--- src/hdl/timer_compare_defs.svh ---
`ifndef TIMER_COMPARE_DEFS_SVH
`define TIMER_COMPARE_DEFS_SVH
// register byte offsets on the wishbone bus (one aligned word each)
`define OFS_COMPARE_CONTROL 6'h00
`define OFS_TIMER_STATUS 6'h04
`define OFS_COMPARE_HIGH_CH1 6'h08
`define OFS_COMPARE_LOW_CH1 6'h0c
`define OFS_COMPARE_HIGH_CH2 6'h10
`define OFS_COMPARE_LOW_CH2 6'h14
`define OFS_PIN_CONTROL 6'h18
// compare_control field positions
`define BIT_OUT_LEVEL_CH1 0
`define BIT_OUT_LEVEL_CH2 2
`define BIT_FORCE_LEVEL_CH1 3
`define BIT_FORCE_LEVEL_CH2 4
`define BIT_OVERFLOW_IRQ_ENABLE 5
`define BIT_COMPARE_IRQ_ENABLE 6
`define COMPARE_CONTROL_MASK 8'h7d
// timer_status field positions
`define BIT_MATCH_FLAG_CH1 6
`define BIT_OVERFLOW_FLAG 5
`define BIT_MATCH_FLAG_CH2 3
// pin_control field positions
`define BIT_PIN_ENABLE_CH1 7
`define BIT_PIN_ENABLE_CH2 6
`define BIT_TICK_SELECT 2
`define PIN_CONTROL_MASK 8'hcc
// reset values
`define COMPARE_CONTROL_RESET 8'h00
`define PIN_CONTROL_RESET 8'h00
`define COMPARE_VALUE_RESET 16'h8000
`endif

--- src/hdl/timer_compare_pkg.sv ---
package timer_compare_pkg;
  // timer tick source chosen by tick_select
  typedef enum logic [1:0] {
    tick_div4 = 2'b00,
    tick_div2 = 2'b01,
    tick_div8 = 2'b10,
    tick_rsvd = 2'b11
  } tick_select_t;
  // two-step flag clear sequence
  typedef enum logic [1:0] {
    clr_idle = 2'b01,
    clr_armed = 2'b10
  } clear_state_t;
endpackage

--- src/hdl/timer_output_compare.sv ---
// The Wishbone slave port and the placing of the registers were decided locally.
`timescale 1ns/1ps
`default_nettype none
`include "timer_compare_defs.svh"
module timer_output_compare
  import timer_compare_pkg::*;
(
  // register bus side
  input wire logic core_clk,
  input wire logic rst_n,
  input wire logic wb_cyc_i,
  input wire logic wb_stb_i,
  input wire logic wb_we_i,
  input wire logic [5:0] wb_adr_i,
  input wire logic [3:0] wb_sel_i,
  input wire logic [31:0] wb_dat_i,
  output logic [31:0] wb_dat_o,
  output logic wb_ack_o,
  // counter section side
  input wire logic timer_tick,
  input wire logic [15:0] counter_value,
  input wire logic overflow_flag,
  // cpu core side: mask and low-power modes
  input wire logic cpu_irq_mask,
  input wire logic wait_mode,
  input wire logic halt_mode,
  output logic [1:0] tick_select,
  output logic status_read_pulse,
  output logic timer_irq,
  output logic wake_request,
  // compare pins and their drive enables
  output logic compare_pin_ch1,
  output logic compare_pin_ch2,
  output logic compare_pin_oe_ch1,
  output logic compare_pin_oe_ch2
);
  logic [7:0] compare_control; // level, force and irq enable bits
  logic [7:0] pin_control; // pin enables and tick select
  logic access_go; // bus request taken this cycle
  logic write_go; // bus write taken this cycle
  logic ack; // ack from the bus slave
  logic [7:0] write_byte; // byte lane 0 of the write data
  logic [7:0] timer_status; // assembled status byte
  logic [7:0] next_read; // read data for the taken request
  logic hit_status; // status register addressed
  logic [15:0] value_ch1; // compare value, channel one
  logic [15:0] value_ch2; // compare value, channel two
  logic flag_ch1; // match flag, channel one
  logic flag_ch2; // match flag, channel two
  logic event_ch1; // match this cycle, channel one
  logic event_ch2; // match this cycle, channel two
  logic status_read; // status read taken
  logic div2_mode; // tick is cpu clock over two
  logic irq_cause; // any enabled event pending
  logic next_pin_ch1; // pin latch next value, channel one
  logic next_pin_ch2; // pin latch next value, channel two
  logic reg_write; // write allowed to land (not halted)
  logic reg_access; // access allowed to act (not halted)
  logic sel_control; // compare_control addressed
  logic sel_pin_control; // pin_control addressed
  logic sel_high_ch1; // high byte addressed, channel one
  logic sel_low_ch1; // low byte addressed, channel one
  logic sel_high_ch2; // high byte addressed, channel two
  logic sel_low_ch2; // low byte addressed, channel two
  logic write_high_ch1; // high byte write strobe, channel one
  logic write_low_ch1; // low byte write strobe, channel one
  logic access_low_ch1; // low byte read or write, channel one
  logic write_high_ch2; // high byte write strobe, channel two
  logic write_low_ch2; // low byte write strobe, channel two
  logic access_low_ch2; // low byte read or write, channel two

  assign write_byte = wb_dat_i[7:0];
  assign hit_status = (wb_adr_i == `OFS_TIMER_STATUS);
  assign status_read = access_go && !wb_we_i && hit_status && !halt_mode;
  assign div2_mode = (tick_select_t'(pin_control[`BIT_TICK_SELECT +: 2]) == tick_div2);

  // halt freezes every software register, so no strobe may pass while it is high
  assign reg_write = write_go && !halt_mode;
  assign reg_access = access_go && !halt_mode;

  // address decode; at most one select is high, so strobes never overlap
  always_comb begin
    sel_control = 1'b0;
    sel_pin_control = 1'b0;
    sel_high_ch1 = 1'b0;
    sel_low_ch1 = 1'b0;
    sel_high_ch2 = 1'b0;
    sel_low_ch2 = 1'b0;
    if (wb_adr_i == `OFS_COMPARE_CONTROL) begin
      sel_control = 1'b1;
    end else if (wb_adr_i == `OFS_PIN_CONTROL) begin
      sel_pin_control = 1'b1;
    end else if (wb_adr_i == `OFS_COMPARE_HIGH_CH1) begin
      sel_high_ch1 = 1'b1;
    end else if (wb_adr_i == `OFS_COMPARE_LOW_CH1) begin
      sel_low_ch1 = 1'b1;
    end else if (wb_adr_i == `OFS_COMPARE_HIGH_CH2) begin
      sel_high_ch2 = 1'b1;
    end else if (wb_adr_i == `OFS_COMPARE_LOW_CH2) begin
      sel_low_ch2 = 1'b1;
    end
  end

  // per-channel strobes; a low byte read counts as an access too
  assign write_high_ch1 = reg_write && sel_high_ch1;
  assign write_low_ch1 = reg_write && sel_low_ch1;
  assign access_low_ch1 = reg_access && sel_low_ch1;
  assign write_high_ch2 = reg_write && sel_high_ch2;
  assign write_low_ch2 = reg_write && sel_low_ch2;
  assign access_low_ch2 = reg_access && sel_low_ch2;

  // bus handshake; the core decodes the address
  wb_byte_slave bus (
    .core_clk(core_clk),
    .rst_n(rst_n),
    .wb_cyc_i(wb_cyc_i),
    .wb_stb_i(wb_stb_i),
    .wb_we_i(wb_we_i),
    .wb_sel_i(wb_sel_i),
    .wb_ack_i_seen(ack),
    .access_go(access_go),
    .write_go(write_go)
  );

  // the ack flop is the slave's; mirror it to keep the output registered
  // a second register here would only add a cycle of latency
  assign wb_ack_o = ack;

  // channel one
  // both channels share the tick and count, so they match in step
  compare_channel ch1 (
    .core_clk(core_clk),
    .rst_n(rst_n),
    .freeze(halt_mode),
    .write_high(write_high_ch1),
    .write_low(write_low_ch1),
    .access_low(access_low_ch1),
    .status_read(status_read),
    .write_byte(write_byte),
    .tick(timer_tick),
    .counter_value(counter_value),
    .div2_mode(div2_mode),
    .compare_value(value_ch1),
    .match_flag(flag_ch1),
    .match_event(event_ch1)
  );

  // channel two
  // the status read arms each channel whose flag is set; each clears on its own low byte
  compare_channel ch2 (
    .core_clk(core_clk),
    .rst_n(rst_n),
    .freeze(halt_mode),
    .write_high(write_high_ch2),
    .write_low(write_low_ch2),
    .access_low(access_low_ch2),
    .status_read(status_read),
    .write_byte(write_byte),
    .tick(timer_tick),
    .counter_value(counter_value),
    .div2_mode(div2_mode),
    .compare_value(value_ch2),
    .match_flag(flag_ch2),
    .match_event(event_ch2)
  );

  // status byte; unused bits stay zero
  // the overflow flag lives outside this block and is only mirrored
  always_comb begin
    timer_status = 8'h00;
    timer_status[`BIT_MATCH_FLAG_CH1] = flag_ch1;
    timer_status[`BIT_OVERFLOW_FLAG] = overflow_flag;
    timer_status[`BIT_MATCH_FLAG_CH2] = flag_ch2;
  end

  // compare_control: reserved bits 7 and 1 are never stored
  // force bits are software-only; hardware never clears them
  // a write during halt is dropped, not queued
  always_ff @(posedge core_clk) begin
    if (!rst_n) begin
      compare_control <= `COMPARE_CONTROL_RESET;
    end else if (reg_write && sel_control) begin
      compare_control <= write_byte & `COMPARE_CONTROL_MASK;
    end
  end

  // pin enables and tick select share one register of their own
  // its reserved bits are masked off so they always read zero
  always_ff @(posedge core_clk) begin
    if (!rst_n) begin
      pin_control <= `PIN_CONTROL_RESET;
    end else if (reg_write && sel_pin_control) begin
      pin_control <= write_byte & `PIN_CONTROL_MASK;
    end
  end

  // tick select goes to the prescaler; 11 is passed as written
  // the copy costs a cycle but keeps the output straight from a flop
  always_ff @(posedge core_clk) begin
    if (!rst_n) begin
      tick_select <= 2'b00;
    end else begin
      tick_select <= pin_control[`BIT_TICK_SELECT +: 2];
    end
  end

  // status read pulse lets the overflow logic arm its own clear
  // no pulse in halt, so a frozen status read arms nothing
  always_ff @(posedge core_clk) begin
    if (!rst_n) begin
      status_read_pulse <= 1'b0;
    end else begin
      status_read_pulse <= status_read;
    end
  end

  // read mux; unmapped addresses read zero and still get an ack
  // answering every address keeps a stray read from hanging the bus
  always_comb begin
    next_read = 8'h00;
    if (wb_adr_i == `OFS_COMPARE_CONTROL) begin
      next_read = compare_control;
    end else if (hit_status) begin
      next_read = timer_status;
    end else if (wb_adr_i == `OFS_COMPARE_HIGH_CH1) begin
      next_read = value_ch1[15:8];
    end else if (wb_adr_i == `OFS_COMPARE_LOW_CH1) begin
      next_read = value_ch1[7:0];
    end else if (wb_adr_i == `OFS_COMPARE_HIGH_CH2) begin
      next_read = value_ch2[15:8];
    end else if (wb_adr_i == `OFS_COMPARE_LOW_CH2) begin
      next_read = value_ch2[7:0];
    end else if (wb_adr_i == `OFS_PIN_CONTROL) begin
      next_read = pin_control;
    end
  end

  // read data registered with the ack, upper bits zero
  // held until the next read so the master may take it late
  always_ff @(posedge core_clk) begin
    if (!rst_n) begin
      wb_dat_o <= 32'h0000_0000;
    end else if (access_go && !wb_we_i) begin
      wb_dat_o <= {24'h00_0000, next_read};
    end
  end

  // pin latch next values: match copies level, force copies level too
  // force acts every cycle it is set; a match then gives the same level
  // halt holds the latches as they are
  always_comb begin
    next_pin_ch1 = compare_pin_ch1;
    next_pin_ch2 = compare_pin_ch2;
    if (!halt_mode && pin_control[`BIT_PIN_ENABLE_CH1]) begin
      // a disabled pin never takes the level
      if (event_ch1 || compare_control[`BIT_FORCE_LEVEL_CH1]) begin
        next_pin_ch1 = compare_control[`BIT_OUT_LEVEL_CH1];
      end
    end
    if (!halt_mode && pin_control[`BIT_PIN_ENABLE_CH2]) begin
      if (event_ch2 || compare_control[`BIT_FORCE_LEVEL_CH2]) begin
        next_pin_ch2 = compare_control[`BIT_OUT_LEVEL_CH2];
      end
    end
  end

  // pin latches, forced low in reset
  // the latch keeps its level while the pin is disabled
  always_ff @(posedge core_clk) begin
    if (!rst_n) begin
      compare_pin_ch1 <= 1'b0;
      compare_pin_ch2 <= 1'b0;
    end else begin
      compare_pin_ch1 <= next_pin_ch1;
      compare_pin_ch2 <= next_pin_ch2;
    end
  end

  // pin drive follows the enables; otherwise the pin is plain i/o
  // registered with the latch so level and drive move together
  always_ff @(posedge core_clk) begin
    if (!rst_n) begin
      compare_pin_oe_ch1 <= 1'b0;
      compare_pin_oe_ch2 <= 1'b0;
    end else begin
      compare_pin_oe_ch1 <= pin_control[`BIT_PIN_ENABLE_CH1];
      compare_pin_oe_ch2 <= pin_control[`BIT_PIN_ENABLE_CH2];
    end
  end

  // only flags raise the line, so forcing alone never interrupts
  // a disabled pin still lets its flag interrupt
  assign irq_cause =
    (compare_control[`BIT_COMPARE_IRQ_ENABLE] && (flag_ch1 || flag_ch2)) ||
    (compare_control[`BIT_OVERFLOW_IRQ_ENABLE] && overflow_flag);

  // one shared request line gated by the cpu mask
  // the mask only gates the line; the flags keep the request pending
  // so it shows as soon as the mask clears
  always_ff @(posedge core_clk) begin
    if (!rst_n) begin
      timer_irq <= 1'b0;
    end else begin
      timer_irq <= irq_cause && !cpu_irq_mask;
    end
  end

  // wake from wait only; halt ignores timer events
  // wake ignores the cpu mask, since the core decides what to serve
  always_ff @(posedge core_clk) begin
    if (!rst_n) begin
      wake_request <= 1'b0;
    end else begin
      wake_request <= irq_cause && wait_mode && !halt_mode;
    end
  end
endmodule
`default_nettype wire

--- src/hdl/compare_channel.sv ---
`timescale 1ns/1ps
`default_nettype none
`include "timer_compare_defs.svh"
// one compare channel: value registers, inhibit, match flag, armed clear
module compare_channel
  import timer_compare_pkg::*;
(
  input wire logic core_clk,
  input wire logic rst_n,
  input wire logic freeze,
  input wire logic write_high,
  input wire logic write_low,
  input wire logic access_low,
  input wire logic status_read,
  input wire logic [7:0] write_byte,
  input wire logic tick,
  input wire logic [15:0] counter_value,
  input wire logic div2_mode,
  output logic [15:0] compare_value,
  output logic match_flag,
  output logic match_event
);
  logic inhibit; // high byte written, waiting for low byte
  clear_state_t clear_state; // status read seen with flag set
  logic [15:0] target; // counter value at which the match shows
  logic hit; // match in this cycle

  // slow ticks show the match one count late
  assign target = div2_mode ? compare_value : 16'(compare_value + 16'h0001);
  assign hit = tick && !freeze && !inhibit && (counter_value == target);
  assign match_event = hit;

  // software-only value; hardware never alters it
  always_ff @(posedge core_clk) begin
    if (!rst_n) begin
      compare_value <= `COMPARE_VALUE_RESET;
    end else if (write_high) begin
      compare_value[15:8] <= write_byte;
    end else if (write_low) begin
      compare_value[7:0] <= write_byte;
    end
  end

  // writing the high byte blocks compares until the low byte lands
  always_ff @(posedge core_clk) begin
    if (!rst_n) begin
      inhibit <= 1'b0;
    end else if (write_high) begin
      inhibit <= 1'b1;
    end else if (write_low) begin
      inhibit <= 1'b0;
    end
  end

  // clear sequence: status read while set, then low byte access
  always_ff @(posedge core_clk) begin
    if (!rst_n) begin
      clear_state <= clr_idle;
    end else begin
      case (clear_state)
        clr_idle: begin
          if (status_read && match_flag) begin
            clear_state <= clr_armed;
          end
        end
        clr_armed: begin
          if (access_low) begin
            clear_state <= clr_idle;
          end
        end
        default: begin
          clear_state <= clr_idle;
        end
      endcase
    end
  end

  // flag: a match in the clearing cycle wins over the clear
  always_ff @(posedge core_clk) begin
    if (!rst_n) begin
      match_flag <= 1'b0;
    end else if (hit) begin
      match_flag <= 1'b1;
    end else if (clear_state == clr_armed && access_low) begin
      match_flag <= 1'b0;
    end
  end
endmodule
`default_nettype wire

--- src/hdl/wb_byte_slave.sv ---
`timescale 1ns/1ps
`default_nettype none
`include "timer_compare_defs.svh"
// classic wishbone handshake: one-cycle ack, strobes for the core
module wb_byte_slave (
  input wire logic core_clk,
  input wire logic rst_n,
  input wire logic wb_cyc_i,
  input wire logic wb_stb_i,
  input wire logic wb_we_i,
  input wire logic [3:0] wb_sel_i,
  output logic wb_ack_i_seen,
  output logic access_go,
  output logic write_go
);
  // accept when no ack is pending so each request is taken once
  assign access_go = wb_cyc_i && wb_stb_i && !wb_ack_i_seen;
  // byte lane 0 carries the register data
  assign write_go = access_go && wb_we_i && wb_sel_i[0];

  // ack one cycle after the request, dropped the cycle after
  always_ff @(posedge core_clk) begin
    if (!rst_n) begin
      wb_ack_i_seen <= 1'b0;
    end else begin
      wb_ack_i_seen <= access_go;
    end
  end
endmodule
`default_nettype wire

--- config.mk ---
export PLATFORM = sky130hd
export DESIGN_NAME = timer_output_compare
export DESIGN_NICKNAME = d
export VERILOG_FILES = /design/src/hdl/timer_compare_pkg.sv /design/src/hdl/timer_output_compare.sv /design/src/hdl/compare_channel.sv /design/src/hdl/wb_byte_slave.sv
export VERILOG_INCLUDE_DIRS = /design/src /design/src/hdl
export SDC_FILE = /design/constraint.sdc
export NUM_CORES = 1
export LEC_CHECK = 0
export BUFFER_PORTS_ARGS = -buffer_cell sky130_fd_sc_hd__buf_2
export CELL_PAD_IN_SITES_DETAIL_PLACEMENT = 2
export CELL_PAD_IN_SITES_GLOBAL_PLACEMENT = 2
export CORE_UTILIZATION = 33
export CTS_CLUSTER_DIAMETER = 40
export DETAILED_ROUTE_END_ITERATION = 16
export PLACE_DENSITY = 0.92
export SLEW_MARGIN = 20
export SYNTH_ARGS = -nofsm -noshare
export SYNTH_HDL_FRONTEND = slang
export SYNTH_SLANG_ARGS = --single-unit
--- constraint.sdc ---
create_clock -name core_clk -period 6.1 [get_ports core_clk]
set_input_delay 0.61 -clock core_clk [delete_from_list [all_inputs] [get_ports core_clk]]
set_output_delay 0.61 -clock core_clk [all_outputs]
set_load 0.01 [all_outputs]
After elaboration in Yosys (flattened, before gate mapping)
Cells that the tools add are included.
{"block": "op_classes", "add_sub_neg": 2, "n_eq_ne": 17, "muxes": 44, "bitwise": 2, "reduce_logical": 54}
{"operator": "$mux 8", "count": 7}
{"operator": "$logic_and 1x1->1", "count": 33}
{"operator": "$add 16x1->16 const B", "count": 2}
{"operator": "$eq 16x16->1", "count": 2}
{"operator": "$mux 16", "count": 2}
{"operator": "$mux 1", "count": 29}
{"operator": "$eq 6x5->1 const B", "count": 3}
{"operator": "$eq 6x4->1 const B", "count": 2}
{"operator": "$reduce_and 2->1", "count": 6}
{"operator": "$mux 2", "count": 4}
{"operator": "$ne 2x1->1 const B", "count": 4}
{"operator": "$pmux 2 s2", "count": 2}
{"operator": "$reduce_bool 2->1", "count": 4}
{"operator": "$eq 2x1->1 const B", "count": 3}
{"operator": "$eq 6x3->1 const B", "count": 1}
{"operator": "$logic_not 1->1", "count": 6}
{"operator": "$logic_not 6->1", "count": 1}
{"operator": "$eq 2x2->1 const B", "count": 2}
{"operator": "$logic_or 1x1->1", "count": 4}
{"operator": "$not 1->1", "count": 2}
{"block": "totals", "reg_bits": 68, "input_bits": 68}

Longest topological paths before layout
{"block": "depth", "word_depth": 11, "depth_mapped": 10, "depth_no_buf": 9}

By module
A second synthesis with hierarchy kept.
{"block": "hier_totals", "hier_cells": 495, "area_unflattened_um2": 4493.1}
{"module": "compare_channel", "n_inst": 2, "cells_per_inst": 147, "area_per_inst_um2": 1352.5, "seq_area_each_um2": 400.4}
{"module": "timer_output_compare", "n_inst": 1, "cells_per_inst": 197, "area_per_inst_um2": 1745.4, "seq_area_each_um2": 540.5}
{"module": "wb_byte_slave", "n_inst": 1, "cells_per_inst": 4, "area_per_inst_um2": 42.5, "seq_area_each_um2": 20.0}

Least setup slack after synthesis
OpenSTA, ideal clock, no wires.
{"block": "synth_path", "path_kind": "reg-to-reg", "startpoint": "reg ch2.compare_value[1]", "endpoint": "reg compare_pin_ch2", "setup_ns": 0.072, "t_arrival_ns": 2.198, "required_ns": 6.028, "slack_ns": 3.830, "path_stages_with_launch": 10, "n_path_buf": 0, "period_less_slack_ns": 2.270, "path_cell_list": "dfxtp_1 ha_1 nand2_1 nor4_1 xor2_1 o32a_1 a22o_1 nor4_2 o211a_1 mux2i_1"}
{"block": "synth_between", "elab_chain_len": 6}
{"item": "start, declared", "line": "compare_channel.sv:19", "source": "output logic [15:0] compare_value,"}
{"item": "start signal, assigned", "line": "compare_channel.sv:36", "source": "compare_value <= `COMPARE_VALUE_RESET;"}
{"item": "start signal, assigned", "line": "compare_channel.sv:40", "source": "compare_value[7:0] <= write_byte;"}
{"item": "$add 16x1->16", "line": "compare_channel.sv:29", "source": "assign target = div2_mode ? compare_value : 16'(compare_value + 16'h0001);"}
{"item": "$mux 16 (*)", "line": "compare_channel.sv:29"}
{"item": "$eq 16x16->1 (*)", "line": "compare_channel.sv:30", "source": "assign hit = tick && !freeze && !inhibit && (counter_value == target);"}
{"item": "$logic_and 1x1->1 (*)", "line": "compare_channel.sv:30"}
{"item": "$logic_or 1x1->1 (*)", "line": "timer_output_compare.sv:261", "source": "if (event_ch2 || compare_control[`BIT_FORCE_LEVEL_CH2]) begin"}
{"item": "$reduce_and 2->1 (no line) (*)"}
{"item": "end signal, assigned", "line": "timer_output_compare.sv:275", "source": "compare_pin_ch2 <= next_pin_ch2;"}
{"item": "end, declared", "line": "timer_output_compare.sv:33", "source": "output logic compare_pin_ch2,"}
Mark *: on every way between the ends. The rest lies on a longest branch, timed or not.
A chain may end at the register's enable or synchronous reset.

Worst setup path after layout
{"block": "layout_path", "startpoint": "in wb_adr_i[4]", "endpoint": "reg ch1.compare_value[14]"}
{"block": "layout_between", "elab_chain_len": 5, "elab_cells_between_ends": 7}
{"item": "start, declared", "line": "timer_output_compare.sv:14", "source": "input wire logic [5:0] wb_adr_i,"}
{"item": "$eq 6x4->1 (no line)"}
{"item": "$mux 1", "line": "timer_output_compare.sv:93", "source": "end else if (wb_adr_i == `OFS_COMPARE_HIGH_CH1) begin"}
{"item": "$mux 1", "line": "timer_output_compare.sv:91", "source": "end else if (wb_adr_i == `OFS_PIN_CONTROL) begin"}
{"item": "$mux 1 (*)", "line": "timer_output_compare.sv:89", "source": "if (wb_adr_i == `OFS_COMPARE_CONTROL) begin"}
{"item": "$logic_and 1x1->1 (*)", "line": "timer_output_compare.sv:105", "source": "assign write_high_ch1 = reg_write && sel_high_ch1;"}
{"item": "end signal, assigned", "line": "compare_channel.sv:36"}
{"item": "end signal, assigned", "line": "compare_channel.sv:38", "source": "compare_value[15:8] <= write_byte;"}
{"item": "end, declared", "line": "compare_channel.sv:19"}
Marked as above.

==> results_dict.tcl <==
set metrics [dict create \
    final_util 0.386 \
    setup_viol 0 \
    worstPathRequired_ns 6.35 \
    endpoint "ch1.compare_value[14]" \
    routed_wl_um 17900 \
    async_flop_share 0 \
    io_buffers 58 \
    setup_tns_ns 0 \
    clockRootBuffer "clkbuf_16" \
    worst_slack_ns 2.99 \
    core_um2 12600 \
    grt_max_degree 51 \
    ir_worst_vdd_uv 166 \
    relSlewSlack 0.290 \
    num_antenna_cells 0 \
    initial_utilization 0.338 \
    startpoint "wb_adr_i[4]" \
    ys.flop_type "dfxtp_1" \
    drv_cap 0 \
    cp-start-kind "primary input" \
    yosysSeqAreaShare 0.320 \
    yosys.area.top_type "dfxtp_1" \
    hold_viol_final 0 \
    tritoncts "done" \
    skew_ns 0.0105 \
    ioPinCount 110 \
    hpwl_um 12700 \
    end_kind "flop" \
    vias 4313 \
    drc 0 \
    cts_sinks 68 \
    r2r_start "ch2.compare_value[0]" \
    fp-row-count 41 \
    synth-edff-count 0 \
    cts_setup_buffers 0 \
    cts_buffer_depth 2 \
    grt_pass1_vias 4672 \
    overflow 0 \
    arrival_ns 3.35 \
    htreeDepth 3 \
    period_share 0.510 \
    cts.clk_slew.worst_paths_ns 0.07 \
    place_ws_ns 2.94 \
    p_leak_nw 1.86 \
    drive_above_1_share 0.168 \
    die_w_um 116 \
    syn2layout_area_growth_pct 14.2 \
    synth.avg_cell_area_um2 8.10 \
    post-route-min-period_ns 3.11 \
    grt_usage 0.280 \
    worst-path-max-fanout 9 \
    p_per_area_nw_per_um2 231 \
    post_drt_wl_per_cell_um 24.1 \
    die_h_um 116 \
    min-delay-path-class "in2reg" \
    synth_area_um2 4260 \
    vias_per_cell 5.80 \
    ys_ff_latch 68 \
    synthCells 526 \
    power.total_mw 1.12 \
    dieArea_um2 13400 \
    r2r-end "compare_pin_ch2" \
    grt_pass1_wl_um 27200 \
    firstDrtPassIters 4 \
    fin_nets 636 \
    place_congestion 0.877 \
    drtIter0Drc 278 \
    status "finished, final reports clean" \
    synthTopCellsByArea "dfxtp_1 (32%), mux2i_1 (9.4%), nor2_1 (5.2%)" \
    cts.repair.resized 0 \
    cts_hold_buf 0 \
    ys_warn_count 0 \
    ys_types 68 \
    cts_made_buffers 9 \
    antenna_left 0 \
    maxSlewViolCount 0 \
    clk_latency_ns 0.34 \
    yosys.area.top_type_share 0.320 \
    worst_pin_slew_ns 1.06 \
    max_freq_mhz 322 \
    crit_type "in2reg" \
    antenna_found_initial 0 \
    regToRegSetupSlack_ns 3.06 \
    rr_worst_depth 9 \
    rsz0062_at_grt "no" \
]
[how the worst min path moves through the flow]
stage                          startpoint               to  slack [ns]  cells past startpoint
after CTS                    cpu_irq_mask        timer_irq        0.41                      2
after global placement    compare_pin_ch2  compare_pin_ch2        0.46                      2
after floorplan               ch2.inhibit      ch2.inhibit        0.44                      2
after global routing         cpu_irq_mask        timer_irq        0.43                      2
after detailed placement  compare_pin_ch2  compare_pin_ch2        0.46                      2
final                        cpu_irq_mask        timer_irq        0.42                      2
[routing by layer]
metal | GRT usage | routed length [um] | up-vias
met1 | 0.338 | 7380 | 2150
met4 | 0.168 | 967 | 0
met3 | 0.0581 | 1100 | 71
met5 | 0 | 0 | -
li1 | - | - | 1912
met2 | 0.459 | 8490 | 180
[synthesized netlist by cell type, types with 3 or more instances]
master and n:
nor2_2 4, nand3b_1 3, clkbuf_1 16, a22oi_1 3, xor2_1 19, nand3_1 20
a21o_1 3, and2_1 5, nor3_1 15, and4_1 3, a31oi_1 11, nand2b_1 6
nor2_1 59, dfxtp_1 68, o21ai_0 21, o21a_1 4, inv_1 14, nor3_2 3
mux2i_1 40, o31ai_1 4, nor2b_1 5, or3_1 3, buf_4 25, o41ai_1 3
a211oi_1 5, a21oi_1 23, xnor2_1 16, nand4_1 11, nor3b_1 3, nor4_1 10
nand2_1 46, a221oi_1 4, buf_2 8
[power breakdown]
part           total, mW  switching (mW)  internal, mW
logic             0.0997          0.0682        0.0315
clock network      0.573           0.215         0.358
registers          0.449         0.00197         0.447
[critical path, cell delays in order]
cell and delay (ns):
buf_2 0.17, nor4_1 0.92, and2_0 0.55, nor2b_1 0.73, nand2_1 0.13, a21oi_1 0.24
[logic make-up (layout without fill, tap and decap cells)]
family / count (synthesis) / in the layout / synth area share
simple gates: 212 / 212 / 0.259
compound gates: 96 / 96 / 0.148
flops: 68 / 68 / 0.320
buf+inv: 68 / 90 / 0.0863
mux: 43 / 43 / 0.105
xor+xnor: 36 / 36 / 0.0758
fa+ha+maj: 2 / 2 / 0.00587
other cells: 1 / 24 / 0.000880
[cells in the final DEF, fill, tap and decap left out, drive strengths merged, types with 5 or more instances in the layout]
| master | count |
|---|---|
| nand2 | 46 |
| a31oi | 11 |
| nor3 | 18 |
| nand2b | 6 |
| xor2 | 19 |
| buf | 59 |
| clkbuf | 10 |
| dfxtp | 68 |
| conb | 24 |
| nand4 | 12 |
| a211oi | 5 |
| nor2 | 63 |
| a21oi | 23 |
| nand3 | 20 |
| nor2b | 5 |
| inv | 15 |
| mux2i | 40 |
| and2 | 6 |
| nor4 | 12 |
| o21ai | 21 |
| xnor2 | 17 |
[area by class of cell]
class	instances	area, um2
multi-input combinational	413	2620
fill	1466	7750
sequential	68	1360
inverter	15	56.3
clock inverter	6	88.8
tap	172	215
timing repair buffer	59	298
clock buffer	10	229
[sequential cells by signal (all words and copies together) (netlist names), 2 cells and up]
signal             flops
ch1.compare_value     16
ch2.compare_value     16
wb_dat_o               8
compare_control        6
pin_control            4
ch1.clear_state        2
ch2.clear_state        2
tick_select            2
[per-stage QoR]
stage                     instances  area [um2]  hold WS (ns)
final                           743        4870         0.424
after global routing            743        4870         0.431
after CTS                       743        4870         0.413
after detailed placement        727        4550         0.457
after global placement          727        4550         0.463
after floorplan                 549        4350         0.445
Power figures use the tool's default switching activity.
